[config.mk]
export PLATFORM = sky130hd
export DESIGN_NAME = cir_top
export DESIGN_NICKNAME = d
export VERILOG_FILES = /design/src/hw/cir_pkg.sv /design/src/hw/cir_cfg_if.sv /design/src/hw/cir_top.sv /design/src/hw/cir_router.sv
export VERILOG_INCLUDE_DIRS = /design/src /design/src/hw
export SDC_FILE = /design/constraint.sdc
export NUM_CORES = 1
export LEC_CHECK = 0
export ABC_AREA = 1
export ABC_CLOCK_PERIOD_IN_PS = 4350
export BUFFER_PORTS_ARGS = -buffer_cell sky130_fd_sc_hd__buf_4
export CAP_MARGIN = 20
export CORE_MARGIN = 4
export CORE_UTILIZATION = 45
export DETAILED_ROUTE_END_ITERATION = 8
export MAX_ROUTING_LAYER = met4
export PLACE_DENSITY = 0.84
export SETUP_SLACK_MARGIN = 0.02
export SLEW_MARGIN = 20
export SYNTH_ARGS = -nofsm -noshare
export SYNTH_HDL_FRONTEND = slang
export SYNTH_SLANG_ARGS = --single-unit
[constraint.sdc]
create_clock -name ref_clk -period 4.35 [get_ports ref_clk]
set_clock_uncertainty 0.1 [all_clocks]
set_input_delay 0.6525 -clock ref_clk [delete_from_list [all_inputs] [get_ports ref_clk]]
set_output_delay 0.6525 -clock ref_clk [all_outputs]
set_load 0.01 [all_outputs]
[src/hw/cir_defs.svh]
/*
 * Offsets, field positions, reset values and widths of the cable
 * interrupt router. Assumes inclusion by bare name from hw/.
 */
`ifndef CIR_DEFS_SVH
`define CIR_DEFS_SVH

// ==========================================================
// Widths
`define CIR_LINES 7
`define CIR_SRCS 5
`define CIR_SEL_W 3
`define CIR_ADDR_W 8
`define CIR_NUM_EVT 4

// ==========================================================
// Register byte offsets
`define CIR_OFS_TXROUTE 8'h00
`define CIR_OFS_RXMAP 8'h04
`define CIR_OFS_HOSTPT 8'h08
`define CIR_OFS_STATUS 8'h0c
`define CIR_OFS_MASK 8'h10
`define CIR_OFS_LIVE 8'h14

// ==========================================================
// Field positions
`define CIR_TX_FWD_LSB 0
`define CIR_TX_PT_LSB 8
`define CIR_RX_L1_LSB 0
`define CIR_RX_L2_LSB 8
`define CIR_HOST_LSB 0
`define CIR_LIVE_CAB_LSB 0
`define CIR_LIVE_VME_LSB 8

// ==========================================================
// Local source positions
`define CIR_SRC_DMA 0
`define CIR_SRC_CI1 1
`define CIR_SRC_CI2 2
`define CIR_SRC_STERR 3
`define CIR_SRC_PT 4

// ==========================================================
// Status event bits
`define CIR_EV_REJECT 0
`define CIR_EV_HOSTPT 1
`define CIR_EV_LVL1 2
`define CIR_EV_LVL2 3

// ==========================================================
// Reset values
`define CIR_RST_FWD 7'h00
`define CIR_RST_SEL 3'h0
`define CIR_RST_MAP 5'h00
`define CIR_RST_EVT 4'h0

`endif

[src/hw/cir_pkg.sv]
/*
 * Types and line decode shared by the router and its top.
 * Assumes cir_defs.svh is reachable by bare name.
 */
`include "cir_defs.svh"

package cir_pkg;
    typedef logic [`CIR_LINES-1:0] cir_lines_t;
    typedef logic [`CIR_SRCS-1:0] cir_srcs_t;
    typedef logic [`CIR_SEL_W-1:0] cir_sel_t;

    // Line number 1..7 to one-hot; 0 means no line
    function automatic cir_lines_t cir_line_dec(input cir_sel_t sel);
        cir_lines_t r;
        r = '0;
        if (sel != 3'h0) begin
            r[sel - 3'h1] = 1'b1;
        end
        return r;
    endfunction
endpackage

[src/hw/cir_cfg_if.sv]
/*
 * Routing configuration and routed results between top and router.
 * Assumes both ends share ref_clk.
 */
`timescale 1ns/100ps

interface cir_cfg_if;
    import cir_pkg::*;
    cir_lines_t levelFwd;
    cir_sel_t ptLine;
    cir_srcs_t mapLvl1;
    cir_srcs_t mapLvl2;
    cir_sel_t hostPtLine;
    cir_lines_t cableIntOut;
    logic [1:0] vmeIrqOut;
    logic hostPtSeen;

    modport ctl (
        output levelFwd, ptLine, mapLvl1, mapLvl2, hostPtLine,
        input cableIntOut, vmeIrqOut, hostPtSeen
    );
    modport rtr (
        input levelFwd, ptLine, mapLvl1, mapLvl2, hostPtLine,
        output cableIntOut, vmeIrqOut, hostPtSeen
    );
endinterface

[src/hw/cir_top.sv]
/*
 * Cable interrupt routing block with APB register access, sticky
 * event status, mask and one level interrupt output.
 * Assumes APB master on ref_clk, synchronous active-high reset,
 * all interrupt inputs synchronous and active high.
 */
// Local design decisions: the APB interface to the registers and the register offsets.
`timescale 1ns/100ps

module cir_top import cir_pkg::*; #(
    parameter int NUM_LINES = `CIR_LINES,
    parameter int NUM_SRCS = `CIR_SRCS
) (
    input wire logic ref_clk,
    input wire logic reset,
    input wire logic psel,
    input wire logic penable,
    input wire logic pwrite,
    input wire logic [31:0] paddr,
    input wire logic [31:0] pwdata,
    output logic [31:0] prdata,
    output logic pready,
    output logic pslverr,
    input wire cir_lines_t vmeIrqIn,
    input wire logic ptRaise,
    input wire logic dmaDone,
    input wire logic statusError,
    input wire cir_lines_t cableIntIn,
    output cir_lines_t cableIntOut,
    output logic [1:0] vmeIrqOut,
    output logic irq
);
    // ==========================================================
    // Elaboration check
    if (NUM_LINES != `CIR_LINES || NUM_SRCS != `CIR_SRCS) begin : g_bad
        $error("cir_top: line and source counts are fixed");
    end

    // ==========================================================
    // Declarations
    cir_cfg_if cfg ();
    cir_lines_t fwd_ff;
    cir_sel_t ptSel_ff;
    cir_srcs_t map1_ff;
    cir_srcs_t map2_ff;
    cir_sel_t host_ff;
    logic [`CIR_NUM_EVT-1:0] evt_ff;
    logic [`CIR_NUM_EVT-1:0] mask_ff;
    logic [`CIR_NUM_EVT-1:0] evtSet;
    logic [`CIR_NUM_EVT-1:0] evtClr;
    logic [1:0] vmePrev_ff;
    logic hostPrev_ff;
    logic [31:0] rdata_ff;
    logic [31:0] nxt_rdata;
    logic setup;
    logic access;
    logic wrAccess;
    logic mapped;
    logic legal;
    logic reject;
    cir_lines_t newFwd;
    cir_sel_t newPt;
    cir_srcs_t newMap1;
    cir_srcs_t newMap2;
    cir_sel_t newHost;
    logic [`CIR_ADDR_W-1:0] ofs;

    // ==========================================================
    // Configuration check, shared by every routing write
    function automatic logic cfg_ok(
        input cir_lines_t fwd,
        input cir_sel_t pt,
        input cir_srcs_t m1,
        input cir_srcs_t m2,
        input cir_sel_t host
    );
        cir_lines_t ptL;
        cir_lines_t hostL;
        cir_srcs_t both;
        logic ok;
        ptL = cir_line_dec(pt);
        hostL = cir_line_dec(host);
        both = m1 | m2;
        ok = 1'b1;
        if ((fwd & ptL) != '0) begin
            ok = 1'b0;
        end
        if (((fwd | ptL) & hostL) != '0) begin
            ok = 1'b0;
        end
        if (host == 3'h1 && !both[`CIR_SRC_CI1]) begin
            ok = 1'b0;
        end
        if (host == 3'h2 && !both[`CIR_SRC_CI2]) begin
            ok = 1'b0;
        end
        return ok;
    endfunction

    // ==========================================================
    // APB decode
    assign ofs = paddr[`CIR_ADDR_W-1:0];
    assign setup = psel && !penable;
    assign access = psel && penable;
    assign wrAccess = access && pwrite;

    always_comb begin
        case (ofs)
            `CIR_OFS_TXROUTE, `CIR_OFS_RXMAP, `CIR_OFS_HOSTPT,
            `CIR_OFS_STATUS, `CIR_OFS_MASK, `CIR_OFS_LIVE: begin
                mapped = (paddr[31:`CIR_ADDR_W] == '0);
            end
            default: begin
                mapped = 1'b0;
            end
        endcase
    end

    // Proposed configuration after this write
    always_comb begin
        newFwd = fwd_ff;
        newPt = ptSel_ff;
        newMap1 = map1_ff;
        newMap2 = map2_ff;
        newHost = host_ff;
        case (ofs)
            `CIR_OFS_TXROUTE: begin
                newFwd = pwdata[`CIR_TX_FWD_LSB +: `CIR_LINES];
                newPt = pwdata[`CIR_TX_PT_LSB +: `CIR_SEL_W];
            end
            `CIR_OFS_RXMAP: begin
                newMap1 = pwdata[`CIR_RX_L1_LSB +: `CIR_SRCS];
                newMap2 = pwdata[`CIR_RX_L2_LSB +: `CIR_SRCS];
            end
            `CIR_OFS_HOSTPT: begin
                newHost = pwdata[`CIR_HOST_LSB +: `CIR_SEL_W];
            end
            default: begin
                newHost = host_ff;
            end
        endcase
        legal = cfg_ok(newFwd, newPt, newMap1, newMap2, newHost);
    end

    // Whole write refused, old routing kept
    assign reject = wrAccess && mapped && !legal;

    // Zero wait states; error on any unmapped access or refused write
    assign pready = 1'b1;
    assign pslverr = access && (!mapped || reject);

    // ==========================================================
    // Routing registers
    always_ff @(posedge ref_clk) begin
        if (reset) begin
            fwd_ff <= `CIR_RST_FWD;
            ptSel_ff <= `CIR_RST_SEL;
        end else if (wrAccess && mapped && legal && ofs == `CIR_OFS_TXROUTE) begin
            fwd_ff <= newFwd;
            ptSel_ff <= newPt;
        end
    end

    always_ff @(posedge ref_clk) begin
        if (reset) begin
            map1_ff <= `CIR_RST_MAP;
            map2_ff <= `CIR_RST_MAP;
        end else if (wrAccess && mapped && legal && ofs == `CIR_OFS_RXMAP) begin
            map1_ff <= newMap1;
            map2_ff <= newMap2;
        end
    end

    // Mirrors the host's own line choice; host software keeps both in step
    always_ff @(posedge ref_clk) begin
        if (reset) begin
            host_ff <= `CIR_RST_SEL;
        end else if (wrAccess && mapped && legal && ofs == `CIR_OFS_HOSTPT) begin
            host_ff <= newHost;
        end
    end

    assign cfg.levelFwd = fwd_ff;
    assign cfg.ptLine = ptSel_ff;
    assign cfg.mapLvl1 = map1_ff;
    assign cfg.mapLvl2 = map2_ff;
    assign cfg.hostPtLine = host_ff;

    // ==========================================================
    // Router
    cir_router u_router (
        .ref_clk(ref_clk),
        .reset(reset),
        .cfg(cfg.rtr),
        .vmeIrqIn(vmeIrqIn),
        .ptRaise(ptRaise),
        .dmaDone(dmaDone),
        .statusError(statusError),
        .cableIntIn(cableIntIn)
    );

    assign cableIntOut = cfg.cableIntOut;
    assign vmeIrqOut = cfg.vmeIrqOut;

    // ==========================================================
    // Events: rising edges of routed levels, remote interrupt, refusals
    always_ff @(posedge ref_clk) begin
        if (reset) begin
            vmePrev_ff <= 2'h0;
            hostPrev_ff <= 1'b0;
        end else begin
            vmePrev_ff <= cfg.vmeIrqOut;
            hostPrev_ff <= cfg.hostPtSeen;
        end
    end

    always_comb begin
        evtSet = '0;
        evtSet[`CIR_EV_REJECT] = reject;
        evtSet[`CIR_EV_HOSTPT] = cfg.hostPtSeen && !hostPrev_ff;
        evtSet[`CIR_EV_LVL1] = cfg.vmeIrqOut[0] && !vmePrev_ff[0];
        evtSet[`CIR_EV_LVL2] = cfg.vmeIrqOut[1] && !vmePrev_ff[1];
        evtClr = '0;
        if (wrAccess && ofs == `CIR_OFS_STATUS && mapped) begin
            evtClr = pwdata[`CIR_NUM_EVT-1:0];
        end
    end

    // Set beats a same-cycle write-one clear
    always_ff @(posedge ref_clk) begin
        if (reset) begin
            evt_ff <= `CIR_RST_EVT;
        end else begin
            evt_ff <= (evt_ff & ~evtClr) | evtSet;
        end
    end

    always_ff @(posedge ref_clk) begin
        if (reset) begin
            mask_ff <= `CIR_RST_EVT;
        end else if (wrAccess && mapped && ofs == `CIR_OFS_MASK) begin
            mask_ff <= pwdata[`CIR_NUM_EVT-1:0];
        end
    end

    assign irq = |(evt_ff & mask_ff);

    // ==========================================================
    // Read data, captured in setup so it stands through access
    always_comb begin
        nxt_rdata = 32'h0000_0000;
        case (ofs)
            `CIR_OFS_TXROUTE: begin
                nxt_rdata[`CIR_TX_FWD_LSB +: `CIR_LINES] = fwd_ff;
                nxt_rdata[`CIR_TX_PT_LSB +: `CIR_SEL_W] = ptSel_ff;
            end
            `CIR_OFS_RXMAP: begin
                nxt_rdata[`CIR_RX_L1_LSB +: `CIR_SRCS] = map1_ff;
                nxt_rdata[`CIR_RX_L2_LSB +: `CIR_SRCS] = map2_ff;
            end
            `CIR_OFS_HOSTPT: begin
                nxt_rdata[`CIR_HOST_LSB +: `CIR_SEL_W] = host_ff;
            end
            `CIR_OFS_STATUS: begin
                nxt_rdata[`CIR_NUM_EVT-1:0] = evt_ff;
            end
            `CIR_OFS_MASK: begin
                nxt_rdata[`CIR_NUM_EVT-1:0] = mask_ff;
            end
            `CIR_OFS_LIVE: begin
                nxt_rdata[`CIR_LIVE_CAB_LSB +: `CIR_LINES] = cfg.cableIntOut;
                nxt_rdata[`CIR_LIVE_VME_LSB +: 2] = cfg.vmeIrqOut;
            end
            default: begin
                nxt_rdata = 32'h0000_0000;
            end
        endcase
        if (!mapped) begin
            nxt_rdata = 32'h0000_0000;
        end
    end

    always_ff @(posedge ref_clk) begin
        if (reset) begin
            rdata_ff <= 32'h0000_0000;
        end else if (setup && !pwrite) begin
            rdata_ff <= nxt_rdata;
        end
    end

    assign prdata = rdata_ff;
endmodule

[src/hw/cir_router.sv]
/*
 * Level router: backplane levels and local processor interrupt onto
 * cable lines, five local sources onto backplane levels 1 and 2.
 * Assumes legal configuration from the control side, sync inputs.
 */
`timescale 1ns/100ps

module cir_router import cir_pkg::*; (
    input wire logic ref_clk,
    input wire logic reset,
    cir_cfg_if.rtr cfg,
    input wire cir_lines_t vmeIrqIn,
    input wire logic ptRaise,
    input wire logic dmaDone,
    input wire logic statusError,
    input wire cir_lines_t cableIntIn
);
    cir_lines_t cable_ff;
    cir_lines_t nxt_cable;
    logic [1:0] vme_ff;
    logic [1:0] nxt_vme;
    logic remotePt;
    logic pt_ff;
    cir_srcs_t srcs;
    cir_lines_t hostLines;

    // ==========================================================
    // Toward the host
    always_comb begin
        hostLines = cir_line_dec(cfg.hostPtLine);
        nxt_cable = (vmeIrqIn & cfg.levelFwd);
        if (ptRaise) begin
            nxt_cable = nxt_cable | cir_line_dec(cfg.ptLine);
        end
        // Guard even if software slipped a clash through
        nxt_cable = nxt_cable & ~hostLines;
    end

    // ==========================================================
    // Toward the backplane
    always_comb begin
        remotePt = |(cableIntIn & hostLines);
        srcs = '0;
        srcs[`CIR_SRC_DMA] = dmaDone;
        srcs[`CIR_SRC_CI1] = cableIntIn[0];
        srcs[`CIR_SRC_CI2] = cableIntIn[1];
        srcs[`CIR_SRC_STERR] = statusError;
        srcs[`CIR_SRC_PT] = remotePt;
        nxt_vme[0] = |(srcs & cfg.mapLvl1);
        nxt_vme[1] = |(srcs & cfg.mapLvl2);
    end

    // ==========================================================
    // Outputs follow sources, one cycle late, no latching
    always_ff @(posedge ref_clk) begin
        if (reset) begin
            cable_ff <= '0;
        end else begin
            cable_ff <= nxt_cable;
        end
    end

    always_ff @(posedge ref_clk) begin
        if (reset) begin
            vme_ff <= 2'h0;
            pt_ff <= 1'b0;
        end else begin
            vme_ff <= nxt_vme;
            pt_ff <= remotePt;
        end
    end

    assign cfg.cableIntOut = cable_ff;
    assign cfg.vmeIrqOut = vme_ff;
    assign cfg.hostPtSeen = pt_ff;
endmodule

# Word-level counts from Yosys, hierarchy flattened
# Index checks and enable logic that the tools add are counted.
# Widths: inputs -> output; s select.
[op_classes]
shifts = 0
reduce_logical = 46
n_eq_ne = 7
mux = 33
n_bitwise = 15
order_cmp = 8
div_mod_pow = 0
mul = 0
n_addsub = 4
[ops]
columns = ["operator", "count"]
rows = [
  ["$mux 7", 7],
  ["$and 7x7->7", 5],
  ["$logic_not 24->1", 1],
  ["$logic_and 1x1->1", 23],
  ["$pmux 3 s6", 1],
  ["$eq 8x4->1 const B", 2],
  ["$eq 8x5->1 const B", 2],
  ["$lt 3x4->1 const B", 4],
  ["$or 7x7->7", 2],
  ["$reduce_bool 7->1", 2],
  ["$mux 13", 1],
  ["$demux 1 s3", 4],
  ["$ge 3x1->1 const B", 4],
  ["$reduce_bool 3->1", 4],
  ["$sub 3x1->3 const B", 4],
  ["$and 5x5->5", 2],
  ["$mux 5", 2],
  ["$reduce_or 5->1", 2],
  ["$logic_not 1->1", 9],
  ["$mux 1", 9],
  ["$and 4x4->4", 2],
  ["$eq 8x3->1 const B", 1],
  ["$logic_not 8->1", 1],
  ["$not 7->7", 1],
  ["17 further kinds", 18],
]
[word_totals]
ram_bits = 0
latchBits = 0
elab_cells = 126
mem_bits_ro = 0
out_inout_bits = 44
mem_count = 0
reg_bits = 76
in_bits = 86

# Depth between registers and ports, before layout
[logic_depth]
depth_word = 18
mapped_depth = 21
depth_no_buf = 20

# By module
# Synthesis repeated with hierarchy kept, for this count alone.
[unflattened]
cells_unflattened = 575
hier_area_um2 = 3733.6
[by_module_without_submodules]
columns = ["module", "cells_each", "area_each_um2", "instances", "seq_area_each_um2"]
rows = [
  ["cir_top", 478, 3054.2, 1, 920.9],
  ["cir_router", 97, 679.4, 1, 200.2],
]

# Worst setup path after synthesis
# Ideal clock, no wire load.
[synth_timing]
kind = "input port to output port"
start = "in paddr[7]"
end = "out pslverr"
arrival_ps = 2989
required_time_ps = 3597
path_buffers = 3
path_stages = 17
slack_ps = 608
path_cell_list = "nor2_2 > nand2_4 > nor2_8 > buf_8 > clkbuf_1 > o21ai_0 > ha_1 > clkbuf_1 > inv_1 > nand3_1 > nor2_1 > inv_1 > nand2_1 > nand3_2 > nand3_4 > o21ai_1 > a21oi_1"
[synth_between]
elab_chain_cells = 18
elab_cells_between_ends = 51
cone_classes = "2 x add/sub; 4 x order compare; 7 x eq/ne; 16 x mux; 4 x bitwise; 18 x reduce/logical"
[synth_lines]
columns = ["item", "line", "source"]
rows = [
  ["from (decl)", "cir_top.sv:19", "input wire logic [31:0] paddr,"],
  ["$logic_not 8->1", "cir_top.sv:108, cir_top.sv:126", ""],
  ["$mux 3", "cir_top.sv:126", "case (ofs)"],
  ["$sub 3x1->3", "cir_pkg.sv:17", "r[sel - 3'h1] = 1'b1;"],
  ["$lt 3x4->1 (implied by the code) or $ge 3x1->1 (tied branches)", "cir_pkg.sv:17", ""],
  ["$logic_and 1x1->1 (implied by the code)", "cir_pkg.sv:17", ""],
  ["$mux 1 (implied by the code)", "cir_pkg.sv:17", ""],
  ["$demux 1 s3", "cir_pkg.sv:17", ""],
  ["$mux 7", "cir_pkg.sv:16", "if (sel != 3'h0) begin"],
  ["[2 not listed]", "-", ""],
  ["$mux 1 or $reduce_bool 7->1 (tied branches)", "cir_top.sv:85, cir_top.sv:88", ""],
  ["$mux 1", "cir_top.sv:88", "if (((fwd | ptL) & hostL) != '0) begin"],
  ["$mux 1", "cir_top.sv:91", "if (host == 3'h1 && !both[`CIR_SRC_CI1]) begin"],
  ["$mux 1", "cir_top.sv:94", "if (host == 3'h2 && !both[`CIR_SRC_CI2]) begin"],
  ["$logic_not 1->1", "cir_top.sv:146", "assign reject = wrAccess && mapped && !legal;"],
  ["$logic_and 1x1->1", "cir_top.sv:146", ""],
  ["$logic_or 1x1->1 (*)", "cir_top.sv:150", "assign pslverr = access && (!mapped || reject);"],
  ["$logic_and 1x1->1 (*)", "cir_top.sv:150", ""],
  ["to (decl)", "cir_top.sv:23", "output logic pslverr,"],
]
# Every way passes the cells marked *; elsewhere a longest branch is shown, timed or not.

# Worst setup path in the final report
[layout_timing]
start = "in paddr[1]"
end = "out pslverr"
[layout_between]
elab_cells_between_ends = 51
cone_classes = "2 x add/sub; 4 x order compare; 7 x eq/ne; 16 x mux; 4 x bitwise; 18 x reduce/logical"
[layout_rtl]
columns = ["item", "line", "source"]
rows = [
  ["$eq 8x4->1 (*)", "cir_top.sv:126", ""],
  ["$mux 3 (*)", "cir_top.sv:126", ""],
  ["via newHost[1]", "cir_top.sv:65", "cir_sel_t newHost;"],
  ["$sub 3x1->3", "cir_pkg.sv:17", ""],
  ["$lt 3x4->1 (implied by the code) or $ge 3x1->1 (tied branches)", "cir_pkg.sv:17", ""],
  ["$logic_and 1x1->1 (implied by the code)", "cir_pkg.sv:17", ""],
  ["$mux 1 (implied by the code)", "cir_pkg.sv:17", ""],
  ["$demux 1 s3", "cir_pkg.sv:17", ""],
  ["[2 not listed]", "-", ""],
  ["$reduce_bool 7->1", "cir_top.sv:88", ""],
  ["$mux 1", "cir_top.sv:88", ""],
  ["$mux 1", "cir_top.sv:91", ""],
  ["$mux 1 (*)", "cir_top.sv:94", ""],
  ["$logic_not 1->1 (*)", "cir_top.sv:146", ""],
  ["$logic_and 1x1->1 (*)", "cir_top.sv:146", ""],
  ["$logic_or 1x1->1 (*)", "cir_top.sv:150", ""],
  ["$logic_and 1x1->1 (*)", "cir_top.sv:150", ""],
]
# Mark *: on every way through the listed nets, which the timed path passes. The rest lies on a longest branch.

==> flow_summary.yaml <==
yosys:
  synth-edff-count: 0
  synth_area_per_cell_sq_um: 6.68
  synth_top_cell_by_area: "dfxtp_1"
  synth_area_sq_um: 3990
  synth.top_cells.by_area: "dfxtp_1 28%, nand2_1 12%, inv_1 8.8%, nor2_1 6.1%, nand4_1 4.4%"
  synth_top_area_share_pct: 28.1
  synth_warnings: 0
  postSynth.asyncResetShare_pct: 0
  seq_area_frac_synth_pct: 28.1
  yosys_register_bits: 56
  synth.distinct_cells: 47
  synthCells: 597
  synthFlopType: "dfxtp_1"
route:
  drtPass1Iterations: 5
  drt_iter0_drc: 293
  viasPerCell: 5.24
  dr_total_vias: 4133
  drc_errors: 0
  postRouteAntennaNets: 0
  wl_per_cell_microns: 15.1
  wl_mm: 11.9
setup_path:
  worstPathCellList: "buf_4 -> inv_1 -> nand2_1 -> nor3_4 -> nand2_4 -> o21ai_1 -> inv_1 -> ha_1 -> ha_1 -> or2_2 -> nor3_1 -> nand2_2 -> nand2_1 -> nor2_2 -> nand3_4 -> o21ai_1 -> a21oi_1 -> buf_4"
  critPathArrivalTime_ns: 3.29
  crit_fanout: 10
  worstSetupEndpointType: "primary output"
  cp-start-kind: "primary input"
  max_stage_delay_ns: 0.31
  path_buf_inv: 4
  cp_slowest_cell: "or2_2"
  path_class: "in -> out"
  cp.required_ns: 3.60
  crit_family: "simple AND/OR/NAND/NOR gates"
cells_and_area:
  final_common_cell: "nand2_1"
  n_antenna_cell: 0
  syn2layout_area_growth_pct: 18.5
  fillers: 835
  final_cell_mix: "132 x nand2_1, 94 x inv_1, 94 x buf_4"
  post-route-util_pct: 54.5
  nets: 775
  drive_gt1_share_pct: 22.9
floorplan:
  num_io_pins: 130
  die_x_microns: 102
  initial_utilization_pct: 46.0
  die_y_microns: 102
  die-area_sq_um: 10400
  fp.coreArea_sq_um: 8680
  rows: 34
clock_tree:
  cts_tree: "built"
  path_clk_slew_ns: 0.11
  cts_max_path_buffers: 2
  cts_sinks: 56
  cts_setup_buffers: 0
  hold_buffers: 0
  cts_max_level: 2
  cts_resized: 0
  clock_latency_ns: 0.32
  root_buffer: "clkbuf_8"
  numCtsBuffers: 5
grt:
  grt_pass1_wl_mm: 18.4
  grt_pass1_vias: 3866
  grt_usage_pct: 23.4
  antenna_found_initial: 0
  grt_max_degree: 30
  grt_remaining_overflow: 0
sta:
  min_period_ns: 4.04
  finalCritPeriodShare_pct: 92.8
  final-setup-viol-count: 0
  rsz0062_at_grt: "false"
  clock.fmax_ghz: 0.248
  max_slew_margin_pct: 36.0
  hold_viol_final: 0
  tightest_slew_ns: 0.959
  fin_tns_setup_ns: 0
  final_max_slew_viol_count: 0
  fin_ws_ns: 0.312
worst_hold_path:
  hold_path.class: "reg -> reg"
power:
  internal-power_uw: 679
  p_per_area_nw_per_um2: 196
  swShare_pct: 26.7
  pwr-share-clk_pct: 33.2
  p_sw_uw: 247
  p_leak_uw: 0.00226
  peakVddDrop_mv: 0.120
  power_frac_comb_pct: 11.4
  power.share.sequential_pct: 55.3
status:
  status: "finished, final reports clean"
flow_run:
  drv_cap: 0
place:
  io_buffers: 88
  post-dp-hpwl_mm: 9.52
  place_congestion: 0.994
  place_ws_ns: 0.262
## power by group through the flow
| stage | logic, uW | registers (uW) | clock network, uW |
|---|---|---|---|
| final | 106 | 512 | 308 |
| after CTS | 105 | 512 | 313 |
| after global placement | 103 | 524 | 0 |
| after floorplan | 57.1 | 524 | 0 |
| after global routing | 114 | 513 | 333 |
| after detailed placement | 105 | 524 | 0 |
## worst register-to-register path: stages (launching register included)
cell and delay [ns]:
dfxtp_1 0.39, o21ai_1 0.10, nand2_1 0.14, nor2_1 0.07, ha_1 0.40, inv_1 0.07
nand3_1 0.14, nor2_1 0.06, nand2_1 0.08, nand2_1 0.07, nor2_2 0.15, nand3_4 0.11
nor2_8 0.34, nand3_4 0.23, nand2_1 0.11, inv_1 0.04, nor2_1 0.10
## logic make-up (layout without fill, tap and decap cells)
kind of cell / count (synthesis) / count (layout) / share of synthesized area, %
flip-flops: 56 / 56 / 28.1
adder cells (fa/ha/maj): 9 / 9 / 2.82
buffers and inverters: 140 / 205 / 16.4
AND/OR/NAND/NOR: 311 / 311 / 38.9
other: 2 / 21 / 0.188
AO/OA/AOI/OAI: 77 / 77 / 13.1
XOR/XNOR: 2 / 2 / 0.439
## Yosys cell counts (3+ instances only)
| master | n |
|---|---|
| nand2_1 | 132 |
| inv_1 | 94 |
| nor2_1 | 65 |
| dfxtp_1 | 56 |
| nand4_1 | 28 |
| nand3_1 | 27 |
| buf_4 | 21 |
| a21oi_1 | 16 |
| nor3_1 | 14 |
| o21ai_0 | 13 |
| o22ai_1 | 10 |
| ha_1 | 9 |
| nand2_2 | 9 |
| clkbuf_1 | 8 |
| inv_2 | 8 |
| a22oi_1 | 7 |
| nor4_1 | 7 |
| a221oi_1 | 6 |
| nor2_2 | 6 |
| o21ai_1 | 6 |
| a211oi_2 | 4 |
| nand2_4 | 4 |
| nand3_4 | 4 |
| nor2_4 | 4 |
| o21ai_2 | 4 |
| buf_6 | 3 |
| nand3_2 | 3 |
| o221ai_1 | 3 |
## path summary, 6_finish.rpt
kind,startpoint,end,slack (ns),depth (start not counted)
max reg2reg,cfg.ptLine[0]$_SDFFE_PP0P_,cfg.levelFwd[3]$_SDFFE_PP0P_,1.61,16
min reg2reg,vmePrev_ff[1]$_SDFF_PP0_,evt_ff[3]$_SDFF_PP0_,0.34,1
min,vmePrev_ff[1]$_SDFF_PP0_,evt_ff[3]$_SDFF_PP0_,0.34,1
max,paddr[1],pslverr,0.31,18
## state kept, by name, summed over array words and instances, names as in the netlist, 3 cells and up, named ones only
register,cells
cfg.hostPtLine,3
u_router.cfg.cableIntOut,7
cfg.levelFwd,7
cfg.mapLvl2,4
mask_ff,4
prdata,12
cfg.mapLvl1,4
cfg.ptLine,3
evt_ff,4
## through the flow
stage | area, sq um | instances | hold slack (ns) | power, uW
2_1_floorplan | 4060 | 616 | 0.308 | 581
5_1_grt | 4730 | 789 | 0.346 | 959
3_3_place_gp | 4630 | 781 | 0.312 | 627
6_report | 4730 | 789 | 0.339 | 926
4_1_cts | 4730 | 789 | 0.333 | 931
3_5_place_dp | 4630 | 781 | 0.317 | 629
## metal layers
layer,GRT usage [%],vias to the layer above,share of wire [%]
met4,7.27,0,2.6
met2,38.2,176,46
met5,-,-,0
met3,4.30,27,9.2
met1,29.3,1865,43
li1,-,2065,-
## cell type report
cell class / instances / area, sq um / area share (%)
inverters: 103 / 387 / 8.18
flip-flops and latches: 56 / 1120 / 23.7
clock inverters: 3 / 26.3 / 0.556
repair buffers: 94 / 706 / 14.9
well taps: 108 / 135 / 2.86
clock buffers: 5 / 68.8 / 1.46
multi-input cells: 420 / 2280 / 48.3
(Power assumes the default switching activity.)
